[config.mk]
export PLATFORM = sky130hd
export DESIGN_NAME = lcd_display_ram
export DESIGN_NICKNAME = d
export VERILOG_FILES = /design/src/lcd_ram_pkg.sv /design/src/div_if.sv /design/src/rate_div.sv /design/src/pin_sync.sv /design/src/lcd_display_ram.sv
export SDC_FILE = /design/constraint.sdc
export NUM_CORES = 1
export LEC_CHECK = 0
export BUFFER_PORTS_ARGS = -buffer_cell sky130_fd_sc_hd__buf_2
export CORE_MARGIN = 3
export CORE_UTILIZATION = 55
export CTS_CLUSTER_SIZE = 24
export DETAILED_ROUTE_END_ITERATION = 12
export PLACE_DENSITY = 0.77
export SETUP_SLACK_MARGIN = 0.1
export SYNTH_ARGS = -nofsm -noshare
export SYNTH_HDL_FRONTEND = slang
export SYNTH_SLANG_ARGS = --single-unit
[constraint.sdc]
create_clock -name clk -period 2.7 [get_ports clk]
set_clock_uncertainty 0.05 [all_clocks]
set_input_delay 0.54 -clock clk [delete_from_list [all_inputs] [get_ports clk]]
set_output_delay 0.54 -clock clk [all_outputs]
set_load 0.02 [all_outputs]
[src/lcd_ram_pkg.sv]
/*
  Shared constants of the display-memory core: register offsets,
  field positions, reset values, drive modes and frame divisors.
  Assumes an APB register bus with 32-bit data and byte addresses.
*/
`default_nettype none

package lcd_ram_pkg;

  // ----------------------------------------
  // Register offsets
  // ----------------------------------------
  localparam logic [7:0] CtrlOffs = 8'h00;
  localparam logic [7:0] PtrOffs = 8'h04;
  localparam logic [7:0] SubOffs = 8'h08;
  localparam logic [7:0] DataOffs = 8'h0C;
  localparam logic [7:0] StatOffs = 8'h10;
  localparam logic [7:0] RamBase = 8'h40;

  // ----------------------------------------
  // Control fields
  // ----------------------------------------
  localparam int CtrlModeLsb = 0;
  localparam int CtrlOnBit = 2;
  localparam int CtrlSaveBit = 3;
  localparam int CtrlRateLsb = 4;
  localparam int CtrlAltBit = 6;
  localparam int CtrlInBankBit = 7;
  localparam int CtrlOutBankBit = 8;
  localparam int CtrlWidth = 9;
  localparam logic [8:0] CtrlReset = 9'h000;

  // ----------------------------------------
  // Memory shape and frame divisors
  // ----------------------------------------
  localparam int NumWords = 40;
  localparam logic [5:0] LastAddr = 6'h27;
  localparam int DivWidth = 18;
  localparam logic [17:0] FrameNormal = 18'h0_0B40;
  localparam logic [17:0] FrameSave = 18'h0_01E0;

  typedef enum logic [1:0] {modeStatic, modeMux2, modeMux3, modeMux4} driveMode_e;
  typedef enum logic {storeIdle, storeBusy} store_e;

endpackage

`default_nettype wire

[src/div_if.sv]
/*
  Divider carrier: a divisor handed to a counter and its tick back.
  Assumes both ends share one clock.
*/
`timescale 1ns/1ns
`default_nettype none

interface div_if #(parameter int W = 18);
  logic [W-1:0] divisor;
  logic tick;
  modport ctl (output divisor, input tick);
  modport cnt (input divisor, output tick);
endinterface

`default_nettype wire

[src/rate_div.sv]
/*
  Free-running divider: one tick every divisor clocks.
  Assumes a divisor of at least one; a new divisor takes effect at once.
*/
`timescale 1ns/1ns
`default_nettype none

module rate_div #(parameter int W = 18)
(
  input wire logic clk,
  input wire logic resetn,
  div_if.cnt port
);

  logic [W-1:0] count_q;

  assign port.tick = (count_q >= port.divisor - W'(1));

  // ----------------------------------------
  // Counter
  // ----------------------------------------
  always_ff @(posedge clk or negedge resetn)
  begin
    if (!resetn)
      count_q <= '0;
    else if (port.tick)
      count_q <= '0;
    else
      count_q <= count_q + W'(1);
  end

endmodule

`default_nettype wire

[src/pin_sync.sv]
/*
  Pin synchroniser: four flip-flops per bit; the output follows
  once the second and third stages agree.
  Assumes asynchronous, slowly changing strap pins.
*/
`timescale 1ns/1ns
`default_nettype none

module pin_sync #(parameter int W = 3)
(
  input wire logic clk,
  input wire logic resetn,
  input wire logic [W-1:0] pins,
  output logic [W-1:0] value
);

  logic [W-1:0] s1_q;
  logic [W-1:0] s2_q;
  logic [W-1:0] s3_q;
  logic [W-1:0] value_q;

  assign value = value_q;

  // ----------------------------------------
  // Stages and agreement
  // ----------------------------------------
  always_ff @(posedge clk or negedge resetn)
  begin
    if (!resetn)
    begin
      s1_q <= '0;
      s2_q <= '0;
      s3_q <= '0;
      value_q <= '0;
    end
    else
    begin
      s1_q <= pins;
      s2_q <= s1_q;
      s3_q <= s2_q;
      for (int i = 0; i < W; i++)
      begin
        if (s2_q[i] == s3_q[i])
          value_q[i] <= s3_q[i];
      end
    end
  end

endmodule

`default_nettype wire

[src/lcd_display_ram.sv]
/*
  Display memory core: 40 x 4-bit RAM, byte placement by drive mode,
  auto-advancing write pointer, cascade subaddress counter, input and
  output bank selection, frame and rate_cmd_a timing, APB register slave.
  Assumes an APB master on clk and strap pins held steady in use.
*/
// The APB register port and the register addresses were decided locally.
//
// Behaviour
// - 40 words of 4 bits, 1 is on
// - Address is segment, bit is backplane
// - Static: byte into bit 0, eight addresses
// - 1:2: byte into bits 0-1, four addresses
// - 1:3: three addresses, last bit 2 kept
// - 1:4: byte into bits 0-3, two addresses
// - Frame is clock/2880, or /480 saving
// - Pointer write first, bytes store from pointer
// - Pointer advances 8, 4, 3 or 2
// - Store only when subaddress counter matches pins
// - Subaddress command loads the counter
// - Mismatch discards byte, pointer still advances
// - Pointer overflow increments subaddress counter
// - Output bank scans rows in multiplex order
// - Static: display may use bit 2
// - 1:2: display may use bits 2-3
// - Input bank redirects writes to upper bits in static, 1:2 only
// - Input and output banks held separately
// - Rate_cmd_a off, 2, 1, 0.5 Hz divisors
// - Power-saving rate_cmd_a divisors 15360, 30720, 61440
// - Alternate-bank rate_cmd_a in static, 1:2 only
// - Display-on bit blanks and restores display
// - Busy store stalls the next write
`timescale 1ns/1ns
`default_nettype none

module lcd_display_ram #(
  parameter int unsigned RATE_CMD_A_NORM_2HZ = 32'h0001_6800,
  parameter int unsigned RATE_CMD_A_NORM_1HZ = 32'h0002_D000,
  parameter int unsigned RATE_CMD_A_NORM_HALF = 32'h0005_A000,
  parameter int unsigned RATE_CMD_A_SAVE_2HZ = 32'h0000_3C00,
  parameter int unsigned RATE_CMD_A_SAVE_1HZ = 32'h0000_7800,
  parameter int unsigned RATE_CMD_A_SAVE_HALF = 32'h0000_F000
)
(
  input wire logic clk,
  input wire logic resetn,
  input wire logic psel,
  input wire logic penable,
  input wire logic pwrite,
  input wire logic [7:0] paddr,
  input wire logic [31:0] pwdata,
  output logic [31:0] prdata,
  output logic pready,
  output logic pslverr,
  input wire logic hw_subaddr_pin0,
  input wire logic hw_subaddr_pin1,
  input wire logic hw_subaddr_pin2,
  output logic [39:0] segment,
  output logic [3:0] backplane
);

  localparam int W = lcd_ram_pkg::DivWidth;

  // ----------------------------------------
  // Parameter checks
  // ----------------------------------------
  if (RATE_CMD_A_NORM_2HZ < 2 || RATE_CMD_A_NORM_1HZ < 2 || RATE_CMD_A_NORM_HALF < 2
      || RATE_CMD_A_SAVE_2HZ < 2 || RATE_CMD_A_SAVE_1HZ < 2 || RATE_CMD_A_SAVE_HALF < 2
      || RATE_CMD_A_NORM_HALF / 2 >= (1 << W))
  begin : badBlinkDivisor
    $error("Rate_cmd_a divisors must be at least 2 and fit the divider");
  end

  // ----------------------------------------
  // State
  // ----------------------------------------
  logic [lcd_ram_pkg::CtrlWidth-1:0] ctrl_q;
  logic [5:0] ptr_q;
  logic [2:0] subCnt_q;
  logic [3:0] ram_q [lcd_ram_pkg::NumWords];
  logic [7:0] shift_q;
  logic [2:0] left_q;
  logic [1:0] pos_q;
  lcd_ram_pkg::store_e store_q;
  logic [1:0] row_q;
  logic blinkPhase_q;
  logic [39:0] segment_q;
  logic [3:0] backplane_q;
  logic [31:0] prdata_q;
  logic [2:0] strap;

  lcd_ram_pkg::driveMode_e mode;
  logic displayOn;
  logic powerSave;
  logic [1:0] rate;
  logic altBlink;
  logic inBank;
  logic outBank;
  logic lowModes;
  logic busy;
  logic subMatch;
  logic advance;
  logic [1:0] inBit;
  logic [1:0] outBit;
  logic bankSwap;
  logic blanked;

  assign mode = lcd_ram_pkg::driveMode_e'(ctrl_q[lcd_ram_pkg::CtrlModeLsb +: 2]);
  assign displayOn = ctrl_q[lcd_ram_pkg::CtrlOnBit];
  assign powerSave = ctrl_q[lcd_ram_pkg::CtrlSaveBit];
  assign rate = ctrl_q[lcd_ram_pkg::CtrlRateLsb +: 2];
  assign altBlink = ctrl_q[lcd_ram_pkg::CtrlAltBit];
  assign inBank = ctrl_q[lcd_ram_pkg::CtrlInBankBit];
  assign outBank = ctrl_q[lcd_ram_pkg::CtrlOutBankBit];
  assign lowModes = (mode == lcd_ram_pkg::modeStatic) || (mode == lcd_ram_pkg::modeMux2);
  assign busy = (store_q == lcd_ram_pkg::storeBusy);

  // ----------------------------------------
  // Strap pins
  // ----------------------------------------
  pin_sync #(.W(3)) strapSync (
    .clk(clk),
    .resetn(resetn),
    .pins({hw_subaddr_pin2, hw_subaddr_pin1, hw_subaddr_pin0}),
    .value(strap)
  );

  assign subMatch = (subCnt_q == strap);

  // ----------------------------------------
  // APB decode
  // ----------------------------------------
  logic access;
  logic wrEn;
  logic mapped;
  logic ramHit;
  logic [7:0] ramOffs;
  logic [5:0] ramIdx;

  assign access = psel && penable;
  assign pready = !(psel && pwrite && busy);
  assign wrEn = access && pwrite && pready && !pslverr;
  assign ramOffs = paddr - lcd_ram_pkg::RamBase;
  assign ramIdx = ramOffs[7:2];
  assign ramHit = (paddr >= lcd_ram_pkg::RamBase) && (ramOffs[1:0] == 2'h0)
    && (ramIdx <= lcd_ram_pkg::LastAddr) && !pwrite;
  assign mapped = ramHit
    || (paddr == lcd_ram_pkg::CtrlOffs) || (paddr == lcd_ram_pkg::PtrOffs)
    || (paddr == lcd_ram_pkg::SubOffs) || (paddr == lcd_ram_pkg::StatOffs && !pwrite)
    || (paddr == lcd_ram_pkg::DataOffs && pwrite);
  assign pslverr = access && !mapped;
  assign prdata = prdata_q;

  always_ff @(posedge clk or negedge resetn)
  begin
    if (!resetn)
      prdata_q <= '0;
    else if (psel && !penable && !pwrite)
    begin
      prdata_q <= '0;
      if (ramHit)
        prdata_q <= {28'h000_0000, ram_q[ramIdx]};
      else if (paddr == lcd_ram_pkg::CtrlOffs)
        prdata_q <= {23'h00_0000, ctrl_q};
      else if (paddr == lcd_ram_pkg::PtrOffs)
        prdata_q <= {26'h000_0000, ptr_q};
      else if (paddr == lcd_ram_pkg::SubOffs)
        prdata_q <= {29'h000_0000, subCnt_q};
      else if (paddr == lcd_ram_pkg::StatOffs)
        prdata_q <= {21'h00_0000, busy, subMatch, blinkPhase_q, row_q, subCnt_q, strap};
    end
  end

  // ----------------------------------------
  // Configuration
  // ----------------------------------------
  always_ff @(posedge clk or negedge resetn)
  begin
    if (!resetn)
      ctrl_q <= lcd_ram_pkg::CtrlReset;
    else if (wrEn && paddr == lcd_ram_pkg::CtrlOffs)
      ctrl_q <= pwdata[lcd_ram_pkg::CtrlWidth-1:0];
  end

  // ----------------------------------------
  // Store engine
  // ----------------------------------------
  assign advance = busy && (pos_q == 2'(mode) || left_q == 3'h0);
  assign inBit = pos_q + ((inBank && lowModes) ? 2'h2 : 2'h0);

  always_ff @(posedge clk or negedge resetn)
  begin
    if (!resetn)
    begin
      store_q <= lcd_ram_pkg::storeIdle;
      shift_q <= '0;
      left_q <= '0;
      pos_q <= '0;
    end
    else
    begin
      unique case (store_q)
        lcd_ram_pkg::storeIdle:
        begin
          if (wrEn && paddr == lcd_ram_pkg::DataOffs)
          begin
            shift_q <= pwdata[7:0];
            left_q <= 3'h7;
            pos_q <= '0;
            store_q <= lcd_ram_pkg::storeBusy;
          end
        end
        lcd_ram_pkg::storeBusy:
        begin
          shift_q <= {shift_q[6:0], 1'b0};
          left_q <= left_q - 3'h1;
          pos_q <= advance ? 2'h0 : pos_q + 2'h1;
          if (left_q == 3'h0)
            store_q <= lcd_ram_pkg::storeIdle;
        end
      endcase
    end
  end

  always_ff @(posedge clk or negedge resetn)
  begin
    if (!resetn)
    begin
      for (int i = 0; i < lcd_ram_pkg::NumWords; i++)
        ram_q[i] <= 4'h0;
    end
    else if (busy && subMatch && ptr_q <= lcd_ram_pkg::LastAddr)
      ram_q[ptr_q][inBit] <= shift_q[7];
  end

  // ----------------------------------------
  // Pointer and subaddress counter
  // ----------------------------------------
  always_ff @(posedge clk or negedge resetn)
  begin
    if (!resetn)
    begin
      ptr_q <= '0;
      subCnt_q <= '0;
    end
    else if (advance)
    begin
      if (ptr_q >= lcd_ram_pkg::LastAddr)
      begin
        ptr_q <= '0;
        subCnt_q <= subCnt_q + 3'h1;
      end
      else
        ptr_q <= ptr_q + 6'h01;
    end
    else if (wrEn && paddr == lcd_ram_pkg::PtrOffs)
      ptr_q <= pwdata[5:0];
    else if (wrEn && paddr == lcd_ram_pkg::SubOffs)
      subCnt_q <= pwdata[2:0];
  end

  // ----------------------------------------
  // Frame and rate_cmd_a timing
  // ----------------------------------------
  div_if #(.W(W)) frameDiv ();
  div_if #(.W(W)) blinkDiv ();
  logic [W-1:0] frameBase;

  rate_div #(.W(W)) frameCounter (.clk(clk), .resetn(resetn), .port(frameDiv.cnt));
  rate_div #(.W(W)) blinkCounter (.clk(clk), .resetn(resetn), .port(blinkDiv.cnt));

  assign frameBase = powerSave ? lcd_ram_pkg::FrameSave : lcd_ram_pkg::FrameNormal;

  always_comb
  begin
    unique case (mode)
      lcd_ram_pkg::modeStatic: frameDiv.divisor = frameBase;
      lcd_ram_pkg::modeMux2: frameDiv.divisor = W'(frameBase / 2);
      lcd_ram_pkg::modeMux3: frameDiv.divisor = W'(frameBase / 3);
      lcd_ram_pkg::modeMux4: frameDiv.divisor = W'(frameBase / 4);
    endcase
  end

  always_comb
  begin
    unique case (rate)
      2'h1: blinkDiv.divisor = W'((powerSave ? RATE_CMD_A_SAVE_2HZ : RATE_CMD_A_NORM_2HZ) / 2);
      2'h2: blinkDiv.divisor = W'((powerSave ? RATE_CMD_A_SAVE_1HZ : RATE_CMD_A_NORM_1HZ) / 2);
      2'h3: blinkDiv.divisor = W'((powerSave ? RATE_CMD_A_SAVE_HALF : RATE_CMD_A_NORM_HALF) / 2);
      2'h0: blinkDiv.divisor = W'(RATE_CMD_A_NORM_2HZ / 2);
    endcase
  end

  always_ff @(posedge clk or negedge resetn)
  begin
    if (!resetn)
      blinkPhase_q <= 1'b0;
    else if (rate == 2'h0)
      blinkPhase_q <= 1'b0;
    else if (blinkDiv.tick)
      blinkPhase_q <= !blinkPhase_q;
  end

  // ----------------------------------------
  // Output bank selector
  // ----------------------------------------
  always_ff @(posedge clk or negedge resetn)
  begin
    if (!resetn)
      row_q <= '0;
    else if (row_q > 2'(mode))
      row_q <= '0;
    else if (frameDiv.tick)
      row_q <= (row_q == 2'(mode)) ? 2'h0 : row_q + 2'h1;
  end

  assign bankSwap = altBlink && lowModes && blinkPhase_q;
  assign blanked = !displayOn || (blinkPhase_q && !(altBlink && lowModes));
  assign outBit = row_q + (((outBank ^ bankSwap) && lowModes) ? 2'h2 : 2'h0);

  always_ff @(posedge clk or negedge resetn)
  begin
    if (!resetn)
    begin
      segment_q <= '0;
      backplane_q <= '0;
    end
    else
    begin
      for (int i = 0; i < lcd_ram_pkg::NumWords; i++)
        segment_q[i] <= !blanked && ram_q[i][outBit];
      backplane_q <= 4'h1 << row_q;
    end
  end

  assign segment = segment_q;
  assign backplane = backplane_q;

endmodule

`default_nettype wire

==> summary.md <==
For the worst setup path, the data arrival time is 2.99 ns. The routed layout has 11830 vias. The number of clock sinks was 298. The tightest min-delay check is of the in -> reg type. The count of cells along the worst hold path is 1, and the final global-route overflow total is 0. The die covers 31500 um2.

By startpoint and endpoint, the worst setup path is classified as reg -> reg. TritonCTS built the clock tree. The first-pass iteration count of the detailed router came out at 7.

The number of failing setup endpoints in the final timing report was 0; the multiplexer share of the synthesized area was 24.5%. Timing would allow up to 380 MHz. The tools report the startpoint of the tightest hold check path as hw_subaddr_pin0.

The fraction of the mapped netlist area in adder cells came out at 3.66%. Dividing total power by cell area gives a power density of 631 nW/um2. The tools report the final max-slew violation count as 0. Average wire length per cell after detail routing: 21.2 um.

Ratio of final minimum period to clock period: 97.6%. The flow ran to the end, and the final reports show no timing, DRC or antenna violations. The first global-routing pass estimated 65200 um of wire.

Relative slew slack: 37.7%. The area inside the core boundary was 28900 um2; the maximum fanout along the worst path was 5. The worst reg2reg path endpoint was blinkPhase_q. Count of flip-flops with a built-in enable after synthesis: 0. The tools report the number of filler cells placed in the layout as 2161. Setup repair after global routing could not meet its margin everywhere. Counting flops and latches in the post-synthesis netlist gives 298. The xor and xnor fraction of the mapped netlist area is 2.43%, and the total clock buffers created by CTS is 35. Of the cells placed in the final design, the portion with a size suffix greater than 1 is 32.1%. STA classifies the critical path startpoint as a register. Half-perimeter wire length of the detailed placement result: 27100 um. The tools report the CTS root buffer as sky130_fd_sc_hd__clkbuf_16.

The logs give 0.0829 ns for the worst hold-check slack and 41000 um for the total routed wirelength. For the pin with the worst max-slew slack, the measured transition is 0.930 ns. The routability congestion estimate from global placement was 0.926; the sequential share of the synthesized area was 46.1%. The count of buffers from port buffering is 81. The clock insertion delay at the later pin of the skew report came out at 0.52 ns.

Across all register-to-register paths, the minimum setup slack is 0.07 ns. The number of endpoints with negative hold slack in the final report is 0, and the die outline height is 178 um. In the final layout, the multi-input gates occupy 8280 um2. In this run the horizontal extent of the chip is 178 um.

The worst setup path is captured at a register. The share of the synthesized area in compound gates (AO/OA/AOI/OAI) came out at 4.87%. The number of warnings reported in the yosys synthesis log came out at 0.

Compared with the post-synthesis result, the final layout area differs by 15.1%. The net count of the finished layout was 1618. The cell area that synthesis handed to floorplanning was 16200 um2.

In this run the remaining antenna-violating nets after routing total 0. In this run the static leakage power is 8.44 nW. The tools report the maximum clock insertion buffer count as 3. The tools report the maximum number of pins on one net before global-route repair as 74. For the sequential cell area, the log shows 7460 um2. Subtracting the final worst setup slack from the clock period gives 2.63 ns. For this block, the initial DRC count from the detailed router was 1023. The total number of placement rows is 62, and the count of unresolved DRC violations after routing is 0. The tool flagged a number of max-cap violations equal to 0. Counting every instance in the synthesized netlist gives 1413. The average instance in the mapped netlist occupies 11.5 um2. Measured in cells, the most critical reg-to-reg path has a length of 9.

By area, the combinational part of the netlist is dominated by multiplexers. The initial antenna violation count was 1. In the layout the commonest cells are 294 x sky130_fd_sc_hd__dfrtp_1, 223 x sky130_fd_sc_hd__nor2_1, 161 x sky130_fd_sc_hd__mux2_2, 99 x sky130_fd_sc_hd__nand2_1, 81 x sky130_fd_sc_hd__mux4_2.

Clock slew seen by the registers of the worst setup and hold paths: 0.06 ns. The critical path starts at ctrl_q[4]. The number of global-route vias before repair is 11973. The area fraction in and, or, nand and nor cells after synthesis works out to 14.1%. Timing analysis after detailed placement gives a worst setup slack of -0.0884 ns. Commonest non-fill, non-tap cell in the layout: sky130_fd_sc_hd__dfrtp_1. The run gives 26.3% as the total global routing track utilization. The worst-case IR drop observed on VDD is 0.389 mV.

The startpoint identified for the worst register-to-register timing path is ctrl_q[4]. For hold timing, the worst endpoint is strapSync.s1_q[0]. The required time of the critical path was 3.05 ns.

After layout, the worst setup slack is 0.0651 ns. The async set-reset flop share out of synthesis was 100%. Pin placement for this block handled 126 I/O pins. Yosys mapped the design onto 69 distinct sky130hd cell types. The most used flip-flop cell after synthesis is sky130_fd_sc_hd__dfrtp_1.

Dividing the detail-routed via count by the number of cells gives 6.12. The clock tree synthesis step divided the H-tree into 2 levels. For this configuration, the core starts out at a cell density of 56.1%.
==> per-stage QoR <==
stage | cell area [um2] | util, % | TNS, ns | std cells | total power, mW
2_1_floorplan | 16300 | - | 0 | 1438 | 6.44
3_3_place_gp | 17300 | 60.0 | -0.0270 | 1862 | 7.14
3_5_place_dp | 17300 | 60.0 | -0.779 | 1862 | 7.21
4_1_cts | 18500 | 64.3 | 0 | 1929 | 11.8
5_1_grt | 18600 | 64.5 | -0.401 | 1932 | 12.3
6_report | 18600 | 64.5 | 0 | 1932 | 11.8
==> state kept, by name (all words and copies together), names as in the netlist, 4 cells and up <==
signal                flops
backplane                 4
ptr_q                     6
segment                  40
shift_q                   8
ram_q                   160
prdata                   11
frameCounter.count_q     18
blinkCounter.count_q     18
ctrl_q                    9
==> power by group <==
group / total [mW] / leakage [nW] / switching [mW] / internal, mW
Combinational: 2.11 / 3.92 / 1.27 / 0.841
Clock: 4.56 / 0.529 / 1.88 / 2.68
Sequential: 5.09 / 3.99 / 0.374 / 4.72
Total: 11.8 / 8.44 / 3.52 / 8.24
==> layer usage <==
layer / track usage [%] / share of wire, % / up-vias
li1: - / - / 5205
met1: 35.5 / 40 / 5961
met2: 42.0 / 48 / 558
met3: 5.05 / 7.9 / 106
met4: 10.8 / 3.8 / 0
met5: 0 / 0 / -
==> worst max path at each step <==
| stage | end | slack (ns) | cells past startpoint |
|---|---|---|---|
| after global routing | blinkPhase_q | -0.04 | 9 |
| after global placement | pslverr | -0.02 | 9 |
| after CTS | blinkPhase_q | 0.08 | 8 |
| after floorplan | blinkPhase_q | 0.07 | 8 |
| after detailed placement | subCnt_q[2] | -0.09 | 9 |
| final | blinkPhase_q | 0.07 | 9 |
==> critical path, cell delays in order (launching register included) <==
cell                        delay, ns
sky130_fd_sc_hd__dfrtp_2         0.41
sky130_fd_sc_hd__inv_2           0.09
sky130_fd_sc_hd__ha_4            0.19
sky130_fd_sc_hd__a2111oi_4       0.34
sky130_fd_sc_hd__nor2_2          0.08
sky130_fd_sc_hd__xor2_1          0.16
sky130_fd_sc_hd__ha_1            0.34
sky130_fd_sc_hd__o211ai_1        0.14
sky130_fd_sc_hd__a311oi_4        0.38
sky130_fd_sc_hd__mux2_4          0.33
==> layout make-up <==
type / instances / area share (%)
Tap cell: 384 / 2.58
Inverter: 27 / 0.578
Antenna cell: 1 / 0.0134
Timing Repair Buffer: 158 / 6.41
Clock inverter: 11 / 0.564
Sequential cell: 298 / 40.1
Multi-Input combinational cell: 1005 / 44.4
Clock buffer: 48 / 5.34
==> cells by family (layout without fill, tap and decap cells) <==
family | after synthesis | after routing
simple gates | 493 | 493
flops | 298 | 298
buf+inv | 135 | 244
compound gates | 119 | 119
mux | 274 | 274
xor+xnor | 44 | 44
fa+ha+maj | 48 | 48
other cells | 2 | 28
==> Yosys cell counts, drive strengths merged, types with 21 or more instances <==
| cell type | number | area share, % |
|---|---|---|
| xnor2 | 23 | 1.3 |
| clkbuf | 42 | 0.97 |
| mux2 | 168 | 12 |
| dfrtp | 298 | 46 |
| mux2i | 25 | 1.5 |
| ha | 45 | 3.5 |
| o21ai | 29 | 0.90 |
| nor2b | 48 | 1.9 |
| inv | 25 | 0.58 |
| a21oi | 24 | 0.74 |
| xor2 | 21 | 1.1 |
| nor2 | 227 | 5.3 |
| nor3 | 31 | 1.1 |
| nand2 | 99 | 2.3 |
| nand3 | 27 | 0.83 |
| mux4 | 81 | 11 |
| buf | 66 | 2.7 |
==> repair_timing <==
item	CTS	global route
hold buffers	1	0
endpoints found under the hold margin	52	0
pin swaps	8	6
gates resized for setup	18	19
setup endpoints to repair	34	34
setup buffers	7	2
No activity file was read; power rests on OpenSTA's default activity.
